File: src/core/dct_pkg.sv
package dct_pkg;
  localparam int unsigned CHAN_W   = 5;
  localparam int unsigned ADDR_W   = 32;
  localparam int unsigned DATA_W   = 32;
  localparam int unsigned CNT_W    = 11;
  localparam int unsigned BASE_LSB = 10;
  localparam int unsigned STRUCT_B = 16;
  localparam int unsigned ALT_BIT  = 9;
  localparam int unsigned FIFO_D   = 4;

  typedef enum logic [2:0] {
    MODE_HALTED          = 3'h0,
    MODE_REQUEST_DRIVEN  = 3'h1,
    MODE_RUN_TO_COMPLETION = 3'h2,
    MODE_DOUBLE_BUFFER   = 3'h3,
    MODE_MEM_TASK_PRI    = 3'h4,
    MODE_MEM_TASK_ALT    = 3'h5,
    MODE_PER_TASK_PRI    = 3'h6,
    MODE_PER_TASK_ALT    = 3'h7
  } dct_mode_type;

  localparam logic [1:0] SIZE_8   = 2'h0;
  localparam logic [1:0] SIZE_16  = 2'h1;
  localparam logic [1:0] SIZE_32  = 2'h2;
  localparam logic [1:0] INC_NONE = 2'h3;

  // Control word field positions within the fetched structure
  localparam int unsigned F_MODE  = 0;
  localparam int unsigned F_CNT   = 4;
  localparam int unsigned F_ARB   = 14;
  localparam int unsigned F_SSIZE = 24;
  localparam int unsigned F_SINC  = 26;
  localparam int unsigned F_DINC  = 30;
  localparam int unsigned W_SRC   = 0;
  localparam int unsigned W_DST   = 1;
  localparam int unsigned W_CTL   = 2;

  typedef enum logic [2:0] {
    ST_IDLE  = 3'h0,
    ST_FETCH = 3'h1,
    ST_READ  = 3'h3,
    ST_WRITE = 3'h2,
    ST_BACK  = 3'h6,
    ST_DONE  = 3'h7
  } dct_state_type;

  typedef struct packed {
    logic                valid;
    logic                write;
    logic [ADDR_W-1:0]   addr;
    logic [1:0]          size;
    logic [DATA_W-1:0]   wdata;
  } dct_bus_req_type;

  typedef struct packed {
    dct_state_type       state;
    logic [CHAN_W-1:0]   chan;
    logic                alt;
    logic [1:0]          widx;
    logic [ADDR_W-1:0]   src;
    logic [ADDR_W-1:0]   dst;
    logic [DATA_W-1:0]   ctl;
    logic [CNT_W-1:0]    left;
    logic [CNT_W-1:0]    arb_left;
    logic [(1<<CHAN_W)-1:0] enable;
    logic [(1<<CHAN_W)-1:0] alt_sel;
    logic [(1<<CHAN_W)-1:0] done;
    // Keeps a started run-to-completion channel in arbitration
    logic [(1<<CHAN_W)-1:0] run_on;
    logic [ADDR_W-1:0]   base;
    dct_bus_req_type     req;
    logic                pending;
  } dct_core_type;
endpackage

File: src/core/dct_top.sv
`timescale 1ns/1ps
module dct_fifo #(
  parameter int unsigned WIDTH = 32,
  parameter int unsigned DEPTH = 4
) (
  input  wire logic             clk_i,
  input  wire logic             nrst_i,
  input  wire logic             in_valid_i,
  output logic                  in_ready_o,
  input  wire logic [WIDTH-1:0] in_data_i,
  output logic                  out_valid_o,
  input  wire logic             out_ready_i,
  output logic      [WIDTH-1:0] out_data_o
);
  localparam int unsigned PW = $clog2(DEPTH);
  logic [WIDTH-1:0] mem_ff [DEPTH];
  logic [PW-1:0]    wp_ff;
  logic [PW-1:0]    rp_ff;
  logic [PW:0]      cnt_ff;
  logic             push;
  logic             pop;
  assign in_ready_o  = (cnt_ff != (PW+1)'(DEPTH));
  assign out_valid_o = (cnt_ff != '0);
  assign push        = in_valid_i & in_ready_o;
  assign pop         = out_valid_o & out_ready_i;
  assign out_data_o  = mem_ff[rp_ff];
  always_ff @(posedge clk_i or negedge nrst_i) begin
    if (!nrst_i) begin
      wp_ff  <= '0;
      rp_ff  <= '0;
      cnt_ff <= '0;
    end else begin
      if (push) begin
        wp_ff <= (wp_ff == PW'(DEPTH-1)) ? '0 : wp_ff + 1'b1;
      end
      if (pop) begin
        rp_ff <= (rp_ff == PW'(DEPTH-1)) ? '0 : rp_ff + 1'b1;
      end
      cnt_ff <= cnt_ff + (PW+1)'(push) - (PW+1)'(pop);
    end
  end
  // Storage needs no reset; valid comes from the count
  always_ff @(posedge clk_i) begin
    if (push) begin
      mem_ff[wp_ff] <= in_data_i;
    end
  end
endmodule

module dct_top
  import dct_pkg::*;
#(
  parameter int unsigned CHANS = 1 << dct_pkg::CHAN_W
) (
  // Clock and reset
  input  wire logic                       CLK_I,
  input  wire logic                       NRST_I,
  // Software control
  input  wire logic [dct_pkg::ADDR_W-1:0] BASE_I,
  input  wire logic                       BASE_WE_I,
  input  wire logic [CHANS-1:0]           ENABLE_SET_I,
  input  wire logic [CHANS-1:0]           ALT_SET_I,
  input  wire logic [CHANS-1:0]           ALT_CLR_I,
  input  wire logic [dct_pkg::CHAN_W-1:0] IRQ_ROUTE_CHAN_I,
  input  wire logic                       IRQ_ROUTE_EN_I,
  // Peripheral requests
  input  wire logic [CHANS-1:0]           XFER_REQ_I,
  // System bus master
  output dct_pkg::dct_bus_req_type        BUS_REQ_O,
  input  wire logic                       BUS_READY_I,
  input  wire logic [dct_pkg::DATA_W-1:0] BUS_RDATA_I,
  // Status
  output logic [dct_pkg::ADDR_W-1:0]      BASE_O,
  output logic [CHANS-1:0]                ENABLE_O,
  output logic [CHANS-1:0]                DONE_O,
  output logic [dct_pkg::CNT_W-1:0]       REMAINING_O,
  output logic [dct_pkg::CHAN_W-1:0]      ACTIVE_CHAN_O,
  output logic                            ACTIVE_ALT_O,
  output logic                            CHANNEL_IRQ_O
);
  import dct_pkg::*;

  dct_core_type r_ff;
  dct_core_type nxt_r;
  logic [DATA_W-1:0] fifo_dout;
  logic fifo_ovalid;
  logic fifo_iready;
  logic fifo_push;
  logic fifo_pop;
  logic [ADDR_W-1:0] sptr;
  logic [CHAN_W-1:0] pick;
  logic              found;
  dct_mode_type      mode;
  logic [ADDR_W-1:0] s_step;
  logic [ADDR_W-1:0] d_step;
  logic              bus_done;

  // Four-word buffer between read and write legs
  dct_fifo #(.WIDTH(DATA_W), .DEPTH(FIFO_D)) u_fifo (
    .clk_i       (CLK_I),
    .nrst_i      (NRST_I),
    .in_valid_i  (fifo_push),
    .in_ready_o  (fifo_iready),
    .in_data_i   (BUS_RDATA_I),
    .out_valid_o (fifo_ovalid),
    .out_ready_i (fifo_pop),
    .out_data_o  (fifo_dout)
  );

  function automatic logic [ADDR_W-1:0] step(input logic [1:0] inc);
    step = (inc == INC_NONE) ? '0 : ADDR_W'(1) << inc;
  endfunction

  // Structure address: base, alternate half, channel slot
  assign sptr = {r_ff.base[ADDR_W-1:BASE_LSB], r_ff.alt, r_ff.chan,
                 4'h0} + ADDR_W'({r_ff.widx, 2'h0});
  assign mode     = dct_mode_type'(r_ff.ctl[F_MODE +: 3]);
  // Increment is clamped to at least the item width
  assign s_step = step((r_ff.ctl[F_SINC +: 2] != INC_NONE &&
    r_ff.ctl[F_SINC +: 2] < r_ff.ctl[F_SSIZE +: 2]) ?
    r_ff.ctl[F_SSIZE +: 2] : r_ff.ctl[F_SINC +: 2]);
  assign d_step = step((r_ff.ctl[F_DINC +: 2] != INC_NONE &&
    r_ff.ctl[F_DINC +: 2] < r_ff.ctl[F_SSIZE +: 2]) ?
    r_ff.ctl[F_SSIZE +: 2] : r_ff.ctl[F_DINC +: 2]);
  assign bus_done  = r_ff.req.valid & BUS_READY_I;
  assign fifo_push = (r_ff.state == ST_READ) & bus_done & ~r_ff.req.write;
  assign fifo_pop  = (r_ff.state == ST_WRITE) & bus_done & r_ff.req.write;

  // Lowest enabled channel with a request or a started run-to-completion run wins
  always_comb begin
    pick  = '0;
    found = 1'b0;
    for (int i = CHANS-1; i >= 0; i--) begin
      if (r_ff.enable[i] && (XFER_REQ_I[i] || r_ff.run_on[i])) begin
        pick  = CHAN_W'(i);
        found = 1'b1;
      end
    end
  end

  always_comb begin
    nxt_r = r_ff;
    nxt_r.done = '0;
    if (BASE_WE_I) begin
      nxt_r.base = {BASE_I[ADDR_W-1:BASE_LSB], BASE_LSB'(0)};
    end
    nxt_r.alt_sel = (r_ff.alt_sel | ALT_SET_I) & ~ALT_CLR_I;
    nxt_r.enable  = r_ff.enable | ENABLE_SET_I;
    if (bus_done) begin
      nxt_r.req.valid = 1'b0;
    end
    case (r_ff.state)
      ST_IDLE: begin
        if (found) begin
          nxt_r.chan  = pick;
          nxt_r.alt   = r_ff.alt_sel[pick];
          nxt_r.widx  = 2'h0;
          nxt_r.state = ST_FETCH;
          nxt_r.req   = '{1'b1, 1'b0,
            {r_ff.base[ADDR_W-1:BASE_LSB], r_ff.alt_sel[pick], pick, 4'h0},
            SIZE_32, '0};
        end
      end
      ST_FETCH: begin
        if (bus_done) begin
          case (r_ff.widx)
            W_SRC[1:0]: nxt_r.src = BUS_RDATA_I;
            W_DST[1:0]: nxt_r.dst = BUS_RDATA_I;
            default:    nxt_r.ctl = BUS_RDATA_I;
          endcase
          if (r_ff.widx == W_CTL[1:0]) begin
            nxt_r.left = BUS_RDATA_I[F_CNT +: CNT_W];
            nxt_r.arb_left = CNT_W'(1) << BUS_RDATA_I[F_ARB +: 4];
            if (BUS_RDATA_I[F_MODE +: 3] == MODE_HALTED ||
                BUS_RDATA_I[F_CNT +: CNT_W] == '0) begin
              nxt_r.enable[r_ff.chan] = 1'b0;
              nxt_r.run_on[r_ff.chan] = 1'b0;
              nxt_r.state = ST_IDLE;
            end else begin
              // Withdrawn request must not strand a started run
              nxt_r.run_on[r_ff.chan] =
                (BUS_RDATA_I[F_MODE +: 3] == MODE_RUN_TO_COMPLETION);
              nxt_r.state = ST_READ;
            end
          end else begin
            nxt_r.widx = r_ff.widx + 2'h1;
          end
        end else if (!r_ff.req.valid) begin
          // Request drops one cycle between accesses
          nxt_r.req = '{1'b1, 1'b0, sptr, SIZE_32, '0};
        end
      end
      ST_READ: begin
        if (!r_ff.req.valid && fifo_iready) begin
          nxt_r.req = '{1'b1, 1'b0, r_ff.src, r_ff.ctl[F_SSIZE +: 2], '0};
        end else if (fifo_push) begin
          nxt_r.src   = r_ff.src + s_step;
          nxt_r.state = ST_WRITE;
          nxt_r.req   = '{1'b0, 1'b0, '0, '0, '0};
        end
      end
      ST_WRITE: begin
        if (!r_ff.req.valid && fifo_ovalid) begin
          nxt_r.req = '{1'b1, 1'b1, r_ff.dst, r_ff.ctl[F_SSIZE +: 2],
                        fifo_dout};
        end else if (fifo_pop) begin
          nxt_r.dst      = r_ff.dst + d_step;
          nxt_r.left     = r_ff.left - CNT_W'(1);
          nxt_r.arb_left = r_ff.arb_left - CNT_W'(1);
          nxt_r.widx     = 2'h0;
          if (r_ff.left == CNT_W'(1)) begin
            nxt_r.state = ST_BACK;
          end else if (r_ff.arb_left == CNT_W'(1)) begin
            // Arbitration boundary: write back progress, re-arbitrate
            nxt_r.state = ST_BACK;
          end else if (mode == MODE_REQUEST_DRIVEN &&
                       !XFER_REQ_I[r_ff.chan]) begin
            nxt_r.state = ST_BACK;
          end else begin
            // Run-to-completion keeps going without the request
            nxt_r.state = ST_READ;
          end
        end
      end
      ST_BACK: begin
        // Pointers go back too, so a later fetch resumes mid-transfer
        if (!r_ff.req.valid) begin
          case (r_ff.widx)
            W_SRC[1:0]: nxt_r.req = '{1'b1, 1'b1, sptr, SIZE_32, r_ff.src};
            W_DST[1:0]: nxt_r.req = '{1'b1, 1'b1, sptr, SIZE_32, r_ff.dst};
            default: nxt_r.req = '{1'b1, 1'b1, sptr, SIZE_32,
              {r_ff.ctl[DATA_W-1:F_CNT+CNT_W], r_ff.left,
              (r_ff.left == '0) ? 1'b0 : r_ff.ctl[3],
              (r_ff.left == '0) ? MODE_HALTED : mode}};
          endcase
        end else if (bus_done) begin
          if (r_ff.widx == W_CTL[1:0]) begin
            nxt_r.state = (r_ff.left == '0) ? ST_DONE : ST_IDLE;
          end else begin
            nxt_r.widx = r_ff.widx + 2'h1;
          end
        end
      end
      ST_DONE: begin
        nxt_r.done[r_ff.chan] = 1'b1;
        nxt_r.run_on[r_ff.chan] = 1'b0;
        if (mode == MODE_DOUBLE_BUFFER || mode[2]) begin
          nxt_r.alt_sel[r_ff.chan] = ~r_ff.alt;
        end else begin
          nxt_r.enable[r_ff.chan] = 1'b0;
        end
        nxt_r.state = ST_IDLE;
      end
      default: nxt_r.state = ST_IDLE;
    endcase
  end

  // Source pointer/other fields start from a known idle state
  always_ff @(posedge CLK_I or negedge NRST_I) begin
    if (!NRST_I) begin
      r_ff <= '{state: ST_IDLE, default: '0};
    end else begin
      r_ff <= nxt_r;
    end
  end

  assign BUS_REQ_O     = r_ff.req;
  assign BASE_O        = r_ff.base;
  assign ENABLE_O      = r_ff.enable;
  assign DONE_O        = r_ff.done;
  assign REMAINING_O   = r_ff.left;
  assign ACTIVE_CHAN_O = r_ff.chan;
  assign ACTIVE_ALT_O  = r_ff.alt;
  // Dropping the route also silences that channel
  assign CHANNEL_IRQ_O = IRQ_ROUTE_EN_I &
                         r_ff.done[IRQ_ROUTE_CHAN_I];
endmodule

File: config.mk
export PLATFORM = sky130hd
export DESIGN_NAME = dct_top
export DESIGN_NICKNAME = d
export VERILOG_FILES = /design/src/core/dct_pkg.sv /design/src/core/dct_top.sv
export SDC_FILE = /design/constraint.sdc
export NUM_CORES = 1
export LEC_CHECK = 0
export BUFFER_PORTS_ARGS = -buffer_cell sky130_fd_sc_hd__clkbuf_2
export CAP_MARGIN = 20
export CORE_UTILIZATION = 52
export DETAILED_ROUTE_END_ITERATION = 7
export PLACE_DENSITY = 0.79
export SYNTH_ARGS = -nofsm -noshare
export SYNTH_HDL_FRONTEND = slang
export SYNTH_SLANG_ARGS = --single-unit
File: constraint.sdc
create_clock -name CLK_I -period 3.3 [get_ports CLK_I]
set_input_delay 0.165 -clock CLK_I [delete_from_list [all_inputs] [get_ports CLK_I]]
set_output_delay 0.165 -clock CLK_I [all_outputs]
set_load 0.05 [all_outputs]
---- Word level (Yosys, flattened, before mapping) ----
Memory sizes are Yosys's and may differ from the RTL's.
Index checks and enable logic that the tools add are counted.
word-level totals
  bits in writable memories ............... 128
  bits in latches ......................... 0
  memory bits (read-only) ................. 0
  register bits after elaboration ......... 354
  memories kept ........................... 1
  logic and storage cells ................. 330
operators by class
  $mul .................................... 0
  reductions and logical operators ........ 95
  bitwise logic cells ..................... 18
  mux-type cells .......................... 139
  equality and inequality tests ........... 36
  divide/modulo/power cells ............... 0
  order comparisons ....................... 6
  add/sub/neg operators ................... 10
  shifts and indexed selects .............. 3
memory list
  memory         words  bits a word  read ports  clocked after memory_dff  write ports  line           RTL
  u_fifo.mem_ff  4      32           1           0                         1            dct_top.sv:16  logic [WIDTH-1:0] mem_ff [DEPTH];
operators with widths
  kind                  number
  $mux 32               15
  $mux 68               7
  $pmux 68 s5           1
  $pmux 32 s2           5
  $mux 5                32
  $mux 152              1
  $and 32x32->32        3
  $add 32x32->32        2
  $bwmux 32             2
  $mux 64               1
  $not 32->32           2
  $or 32x32->32         2
  $shl 1x2->32 const A  2
  $mux 54               1
  $mux 22               2
  $pmux 22 s2           1
  $mux 3                14
  $mux 1                40
  $logic_and 1x1->1     38
  $logic_or 1x1->1      34
  $add 32x4->32         1
  $ne 2x2->1 const B    13
  $eq 11x1->1 const B   2
  $logic_not 11->1      2
  37 further kinds      84

---- Depth between registers and ports, before layout ----
  depth after elaboration ................. 38
  mapped depth ............................ 19
  mapped depth without buffers ............ 18

---- By module ----
Synthesis repeated with hierarchy kept, for this count alone.
unflattened totals
  cell total of the unflattened synthesis .. 2352
  area total of the unflattened synthesis .. 24458.5 sq um
modules (own cells, without submodules)
  module    times used  cells an instance  seq. area each (sq um)  area an instance (sq um)
  dct_top   1           2141               8408.1                  19366.1
  dct_fifo  1           211                4018.9                  5092.4

---- Worst setup path before layout ----
No wires, ideal clock.
  kind .................................... register to register
  start point ............................. register r_ff[276] (netlist bit)
  end point ............................... register r_ff[311] (netlist bit)
  stages on the path, launching flop included .. 19
  required time ........................... 3.223 ns
  period minus slack after synthesis ...... 3.544 ns
  setup slack ............................. -0.244 ns
  setup time .............................. 0.077 ns
  path buffers ............................ 1
  arrival time ............................ 3.466 ns
  path through ............................ dfrtp_1 -> clkbuf_1 -> inv_1 -> ha_1 -> o32ai_1 -> nand2_1 -> o22ai_1 -> ha_1 -> inv_1 -> fa_1 -> nor2b_1 -> o21ai_0 -> nor3_1 -> nand3_1 -> nor2_1 -> nand3_1 -> o21ai_1 -> a21oi_1 -> a21oi_1
between the ends
  cells in the longest elaborated chain, start to end .. 9
  elaborated cells on any way between the ends .. 10
RTL lines
  item                                               line            RTL
  start: declaration                                 dct_top.sv:83   dct_core_type r_ff;
  start signal: assignment                           dct_top.sv:263  r_ff <= nxt_r;
  $lt 2x2->1                                         dct_top.sv:123  r_ff.ctl[F_DINC +: 2] < r_ff.ctl[F_SSIZE +: 2]) ?
  $logic_and 1x1->1                                  dct_top.sv:122  assign d_step = step((r_ff.ctl[F_DINC +: 2] != INC_NONE &&
  $mux 2 (*)                                         dct_top.sv:123
  $eq 2x2->1 / $shl 1x2->32 (equally long branches)  dct_top.sv:111  step = (inc == INC_NONE) ? '0 : ADDR_W'(1) << inc;
  $mux 32 (*)                                        dct_top.sv:111
  $add 32x32->32 (*)                                 dct_top.sv:207  nxt_r.dst = r_ff.dst + d_step;
  $mux 32 (*)                                        dct_top.sv:206  end else if (fifo_pop) begin
  $mux 32 (*)                                        dct_top.sv:203  if (!r_ff.req.valid && fifo_ovalid) begin
  $pmux 32 s2 (*)                                    dct_top.sv:152  case (r_ff.state)
Mark *: on every way between the ends. The rest lies on a longest branch, timed or not. The select of a mux whose other input is x is not followed.
A chain may end at the register's enable or synchronous reset.

---- Final worst setup path ----
  start point ............................. register r_ff[276] (netlist bit)
  end point ............................... register r_ff[343] (netlist bit)
between the ends
  cells in the longest elaborated chain, start to end .. 9
  elaborated cells on any way between the ends .. 10
RTL lines
  item                                               line            RTL
  $lt 2x2->1                                         dct_top.sv:120  r_ff.ctl[F_SINC +: 2] < r_ff.ctl[F_SSIZE +: 2]) ?
  $logic_and 1x1->1                                  dct_top.sv:119  assign s_step = step((r_ff.ctl[F_SINC +: 2] != INC_NONE &&
  $mux 2 (*)                                         dct_top.sv:120
  $eq 2x2->1 / $shl 1x2->32 (equally long branches)  dct_top.sv:111
  $mux 32 (*)                                        dct_top.sv:111
  $add 32x32->32 (*)                                 dct_top.sv:197  nxt_r.src = r_ff.src + s_step;
  $mux 32 (*)                                        dct_top.sv:196  end else if (fifo_push) begin
  $mux 32 (*)                                        dct_top.sv:194  if (!r_ff.req.valid && fifo_iready) begin
  $pmux 32 s2 (*)                                    dct_top.sv:152
Marks and branches as above.

==> results.json <==
{
  "status": "completed",
  "hold_viol": 0,
  "flow.area_growth_from_synthesis_pct": 20.5,
  "num_vias": 21400,
  "port_buffers": 363,
  "synthDistinctLibCells": 82,
  "finalCriticalPeriod_ps": 3250,
  "finalWeightedCongestion": 0.953,
  "worst_setup_start_kind": "register",
  "synth_seq_area_share_pct": 50.8,
  "drt-pass1-iter-count": 6,
  "setup_total_negative_slack_ps": 0,
  "worstPathArrival_ps": 3770,
  "placeable_core_region_um2": 46500,
  "syn_area_per_cell_um2": 10.5,
  "worstReg2RegEnd": "r_ff[343]$_DFFE_PN0P_",
  "fp.dieW_um": 219,
  "num_clock_sinks": 471,
  "p_leak_nw": 12.4,
  "synth.cell_area_um2": 24400,
  "drtIter0Drc": 2753,
  "vias_in_the_first_global_route": 20600,
  "rr_startpoint": "r_ff[276]$_DFFE_PN0P_",
  "numCtsBuffers": 50,
  "routed_wl_um": 82400,
  "clk_transition_reported_paths_ps": 70,
  "worstSkewPairLatency_ps": 620,
  "ctsLongestPathBuffers": 3,
  "min_to": "u_fifo.mem_ff[0][15]$_DFFE_PP_",
  "drt.antenna.violating_nets": 0,
  "clock-skew-final_ps": 44.3,
  "final.period_utilization_pct": 98.4,
  "dpl.hpwl_um": 56400,
  "yosys_most_used_dff": "sky130_fd_sc_hd__dfrtp_1",
  "dieHeight_um": 219,
  "mapped_cells": 2338,
  "num-nets-final": 2900,
  "worst-path-max-fanout": 5,
  "setup_repair_after_global_routing_missed_its_margin": "true",
  "grt_pass1_wl_um": 124000,
  "gr-usage-all-layers_pct": 34.0,
  "synthArstFlopShare_pct": 72.8,
  "power.total_mw": 25.4,
  "powerDensity_nw_per_um2": 862,
  "report.final.slew_viol_count": 0,
  "critPathLaunch": "r_ff[276]$_DFFE_PN0P_",
  "yosysWarningCount": 0,
  "drv_cap": 0,
  "antenna_found_initial": 0,
  "floorplan.io_pins": 384,
  "ir_drop_mv": 0.685,
  "path_class": "reg2reg",
  "worst_hold_path_type": "in2reg",
  "wl_per_cell_um": 24.8,
  "worstHoldPathCells": 1,
  "finalSetupViolations": 0,
  "yosys_register_bits": 471,
  "total_number_of_placement_rows": 79,
  "timing_worst_slew_pin_value_ps": 962,
  "routed_via_count_divided_by_cell_count": 6.45,
  "mostFrequentLayoutCells": "362 x sky130_fd_sc_hd__clkbuf_2, 341 x sky130_fd_sc_hd__dfrtp_1, 232 x sky130_fd_sc_hd__nand2_1, 204 x sky130_fd_sc_hd__nor2_1, 149 x sky130_fd_sc_hd__a21oi_1",
  "initial_utilization_pct": 52.6,
  "fmax_ghz": 0.308,
  "r2r_cells": 16,
  "slew_headroom_pct": 35.9,
  "clock_tree.root_cell": "sky130_fd_sc_hd__clkbuf_16",
  "most_frequent_standard_cell_in_the_layout_excluding_fill_and_tap_cells": "sky130_fd_sc_hd__clkbuf_2",
  "min_from": "BUS_RDATA_I[15]",
  "end_kind": "register",
  "grt_start_max_net_pins": 99,
  "synth_enable_flop_cells": 128,
  "cts_tree": "done",
  "cp.required_ps": 3820,
  "grt_remaining_overflow": 0,
  "timing.reg2reg.setup_slack_ps": 50,
  "die_area_um2": 47900,
  "drive_above_1_share_pct": 26.9,
  "drcViolationCount": 0,
  "htreeDepth": 2
}
-- state kept, by name, indices dropped and copies added, names as in the netlist --
signal         count
u_fifo.cnt_ff      3
u_fifo.rp_ff       2
REMAINING_O       11
u_fifo.wp_ff       2
mode               3
DONE_O            32
r_ff             162
BUS_REQ_O         68
u_fifo.mem_ff    128
ACTIVE_CHAN_O      5
ENABLE_O          32
ACTIVE_ALT_O       1
BASE_O            22
-- final cells by class --
cell class	instances	area (um^2)
diodes	1	2.50
clock buffers	63	1400
clock inverters	31	430
fillers	3526	17000
inverters	41	154
multi-input cells	1507	10200
flip-flops and latches	471	12400
well taps	607	759
repair buffers	601	4090
-- synth_stat cells (4+ instances only) --
library cell / count / area share (%)
sky130_fd_sc_hd__nor3b_1: 7 / 0.22
sky130_fd_sc_hd__a31oi_1: 17 / 0.44
sky130_fd_sc_hd__mux2i_1: 8 / 0.33
sky130_fd_sc_hd__mux4_2: 52 / 4.8
sky130_fd_sc_hd__a221o_1: 34 / 1.4
sky130_fd_sc_hd__a22oi_1: 40 / 1.2
sky130_fd_sc_hd__nand2_1: 233 / 3.6
sky130_fd_sc_hd__nor4_1: 9 / 0.23
sky130_fd_sc_hd__and3_1: 19 / 0.49
sky130_fd_sc_hd__a21o_1: 11 / 0.34
sky130_fd_sc_hd__clkbuf_1: 126 / 1.9
sky130_fd_sc_hd__nand3b_1: 4 / 0.12
sky130_fd_sc_hd__buf_4: 180 / 5.5
sky130_fd_sc_hd__nand4_1: 21 / 0.54
sky130_fd_sc_hd__a222oi_1: 35 / 1.4
sky130_fd_sc_hd__buf_1: 15 / 0.23
sky130_fd_sc_hd__o21ai_0: 141 / 2.9
sky130_fd_sc_hd__o211ai_1: 8 / 0.25
sky130_fd_sc_hd__and2_1: 18 / 0.46
sky130_fd_sc_hd__or3_1: 6 / 0.15
sky130_fd_sc_hd__buf_2: 5 / 0.10
sky130_fd_sc_hd__o31ai_1: 33 / 1.0
sky130_fd_sc_hd__nor2b_1: 19 / 0.49
sky130_fd_sc_hd__a211oi_1: 7 / 0.22
sky130_fd_sc_hd__and4_1: 7 / 0.25
sky130_fd_sc_hd__a32oi_1: 10 / 0.36
sky130_fd_sc_hd__dfrtp_1: 343 / 35
sky130_fd_sc_hd__edfxtp_1: 128 / 16
sky130_fd_sc_hd__a21oi_1: 153 / 3.1
sky130_fd_sc_hd__o22a_1: 37 / 1.3
sky130_fd_sc_hd__nor2_1: 209 / 3.2
sky130_fd_sc_hd__o2111ai_1: 4 / 0.14
sky130_fd_sc_hd__o21a_1: 16 / 0.49
sky130_fd_sc_hd__ha_1: 23 / 1.2
sky130_fd_sc_hd__o21ai_2: 4 / 0.14
sky130_fd_sc_hd__nor3_1: 38 / 0.78
sky130_fd_sc_hd__a22o_1: 5 / 0.18
sky130_fd_sc_hd__nand2b_1: 5 / 0.13
sky130_fd_sc_hd__nand3_1: 50 / 1.0
sky130_fd_sc_hd__mux2_2: 80 / 3.7
sky130_fd_sc_hd__o22ai_1: 16 / 0.41
sky130_fd_sc_hd__o21ai_1: 62 / 1.3
sky130_fd_sc_hd__inv_1: 40 / 0.61
-- report_power, final --
group | internal [mW] | switching (mW) | total [mW] | leakage, nW
clock network | 3.66 | 2.51 | 6.17 | 0.891
logic | 3.66 | 6.83 | 10.5 | 6.04
registers | 7.15 | 1.58 | 8.73 | 5.44
total | 14.5 | 10.9 | 25.4 | 12.4
-- how the worst max path moves through the flow --
stage                             to  slack [ps]  depth (start not counted)
2_1_floorplan  r_ff[343]$_DFFE_PN0P_           6                         17
3_3_place_gp   r_ff[343]$_DFFE_PN0P_         -60                         16
3_5_place_dp   r_ff[343]$_DFFE_PN0P_        -160                         16
4_1_cts        r_ff[343]$_DFFE_PN0P_         0.8                         16
5_1_grt        r_ff[309]$_DFFE_PN0P_         -90                         17
6_report       r_ff[343]$_DFFE_PN0P_          50                         16
-- per-stage QoR --
stage | instance area (um^2) | util, % | hold slack [ps] | instances | setup slack (ps)
global placement | 25900 | 55.7 | 146 | 3071 | -55.3
CTS | 29300 | 63.1 | 18.3 | 3316 | 0.774
global route | 29500 | 63.4 | 35.2 | 3321 | -94.6
detailed placement | 25900 | 55.7 | 148 | 3072 | -162
floorplan | 24500 | - | -131 | 2347 | 5.58
finish | 29500 | 63.4 | 59.4 | 3322 | 51.7
-- metal layers --
metal / vias to the layer above / share of wire (%) / global-route usage (%)
met4: 0 / 3.8 / 12.4
met2: 1586 / 44 / 50.8
met1: 10400 / 39 / 47.3
met3: 235 / 13 / 9.58
met5: - / 0 / 0
li1: 9154 / - / -
-- critical path, stage by stage (launching register included) --
cell,delay (ps)
sky130_fd_sc_hd__dfrtp_1,390
sky130_fd_sc_hd__inv_2,110
sky130_fd_sc_hd__ha_4,230
sky130_fd_sc_hd__o32ai_2,200
sky130_fd_sc_hd__nand2_1,100
sky130_fd_sc_hd__o22ai_2,120
sky130_fd_sc_hd__ha_2,210
sky130_fd_sc_hd__inv_2,40
sky130_fd_sc_hd__fa_2,410
sky130_fd_sc_hd__nor2b_4,150
sky130_fd_sc_hd__o21a_1,160
sky130_fd_sc_hd__and3_4,210
sky130_fd_sc_hd__nand3_4,90
sky130_fd_sc_hd__or3_4,430
sky130_fd_sc_hd__nor3_2,100
sky130_fd_sc_hd__a21oi_1,60
sky130_fd_sc_hd__o21ai_1,140
-- timing repair --
action,CTS,global route
pin swaps,5,25
hold buffers,148,0
gates cloned,0,0
setup buffers,2,4
setup endpoints to repair,14,25
hold endpoints to repair,387,0
resized for setup,16,27
-- cells by family (layout without fill, tap and decap cells) --
family / Yosys count / count (layout) / synth area share [%]
AOI/OAI and AO/OA: 668 / 668 / 17.9
and+or+nand+nor: 658 / 658 / 12.2
DFF: 471 / 471 / 50.8
buffers and inverters: 369 / 736 / 8.52
muxes: 142 / 142 / 8.96
adders and majority gates: 26 / 26 / 1.42
xor gates and xnor gates: 3 / 3 / 0.108
other: 1 / 11 / 0.0153
No activity file was read; power rests on OpenSTA's default activity.
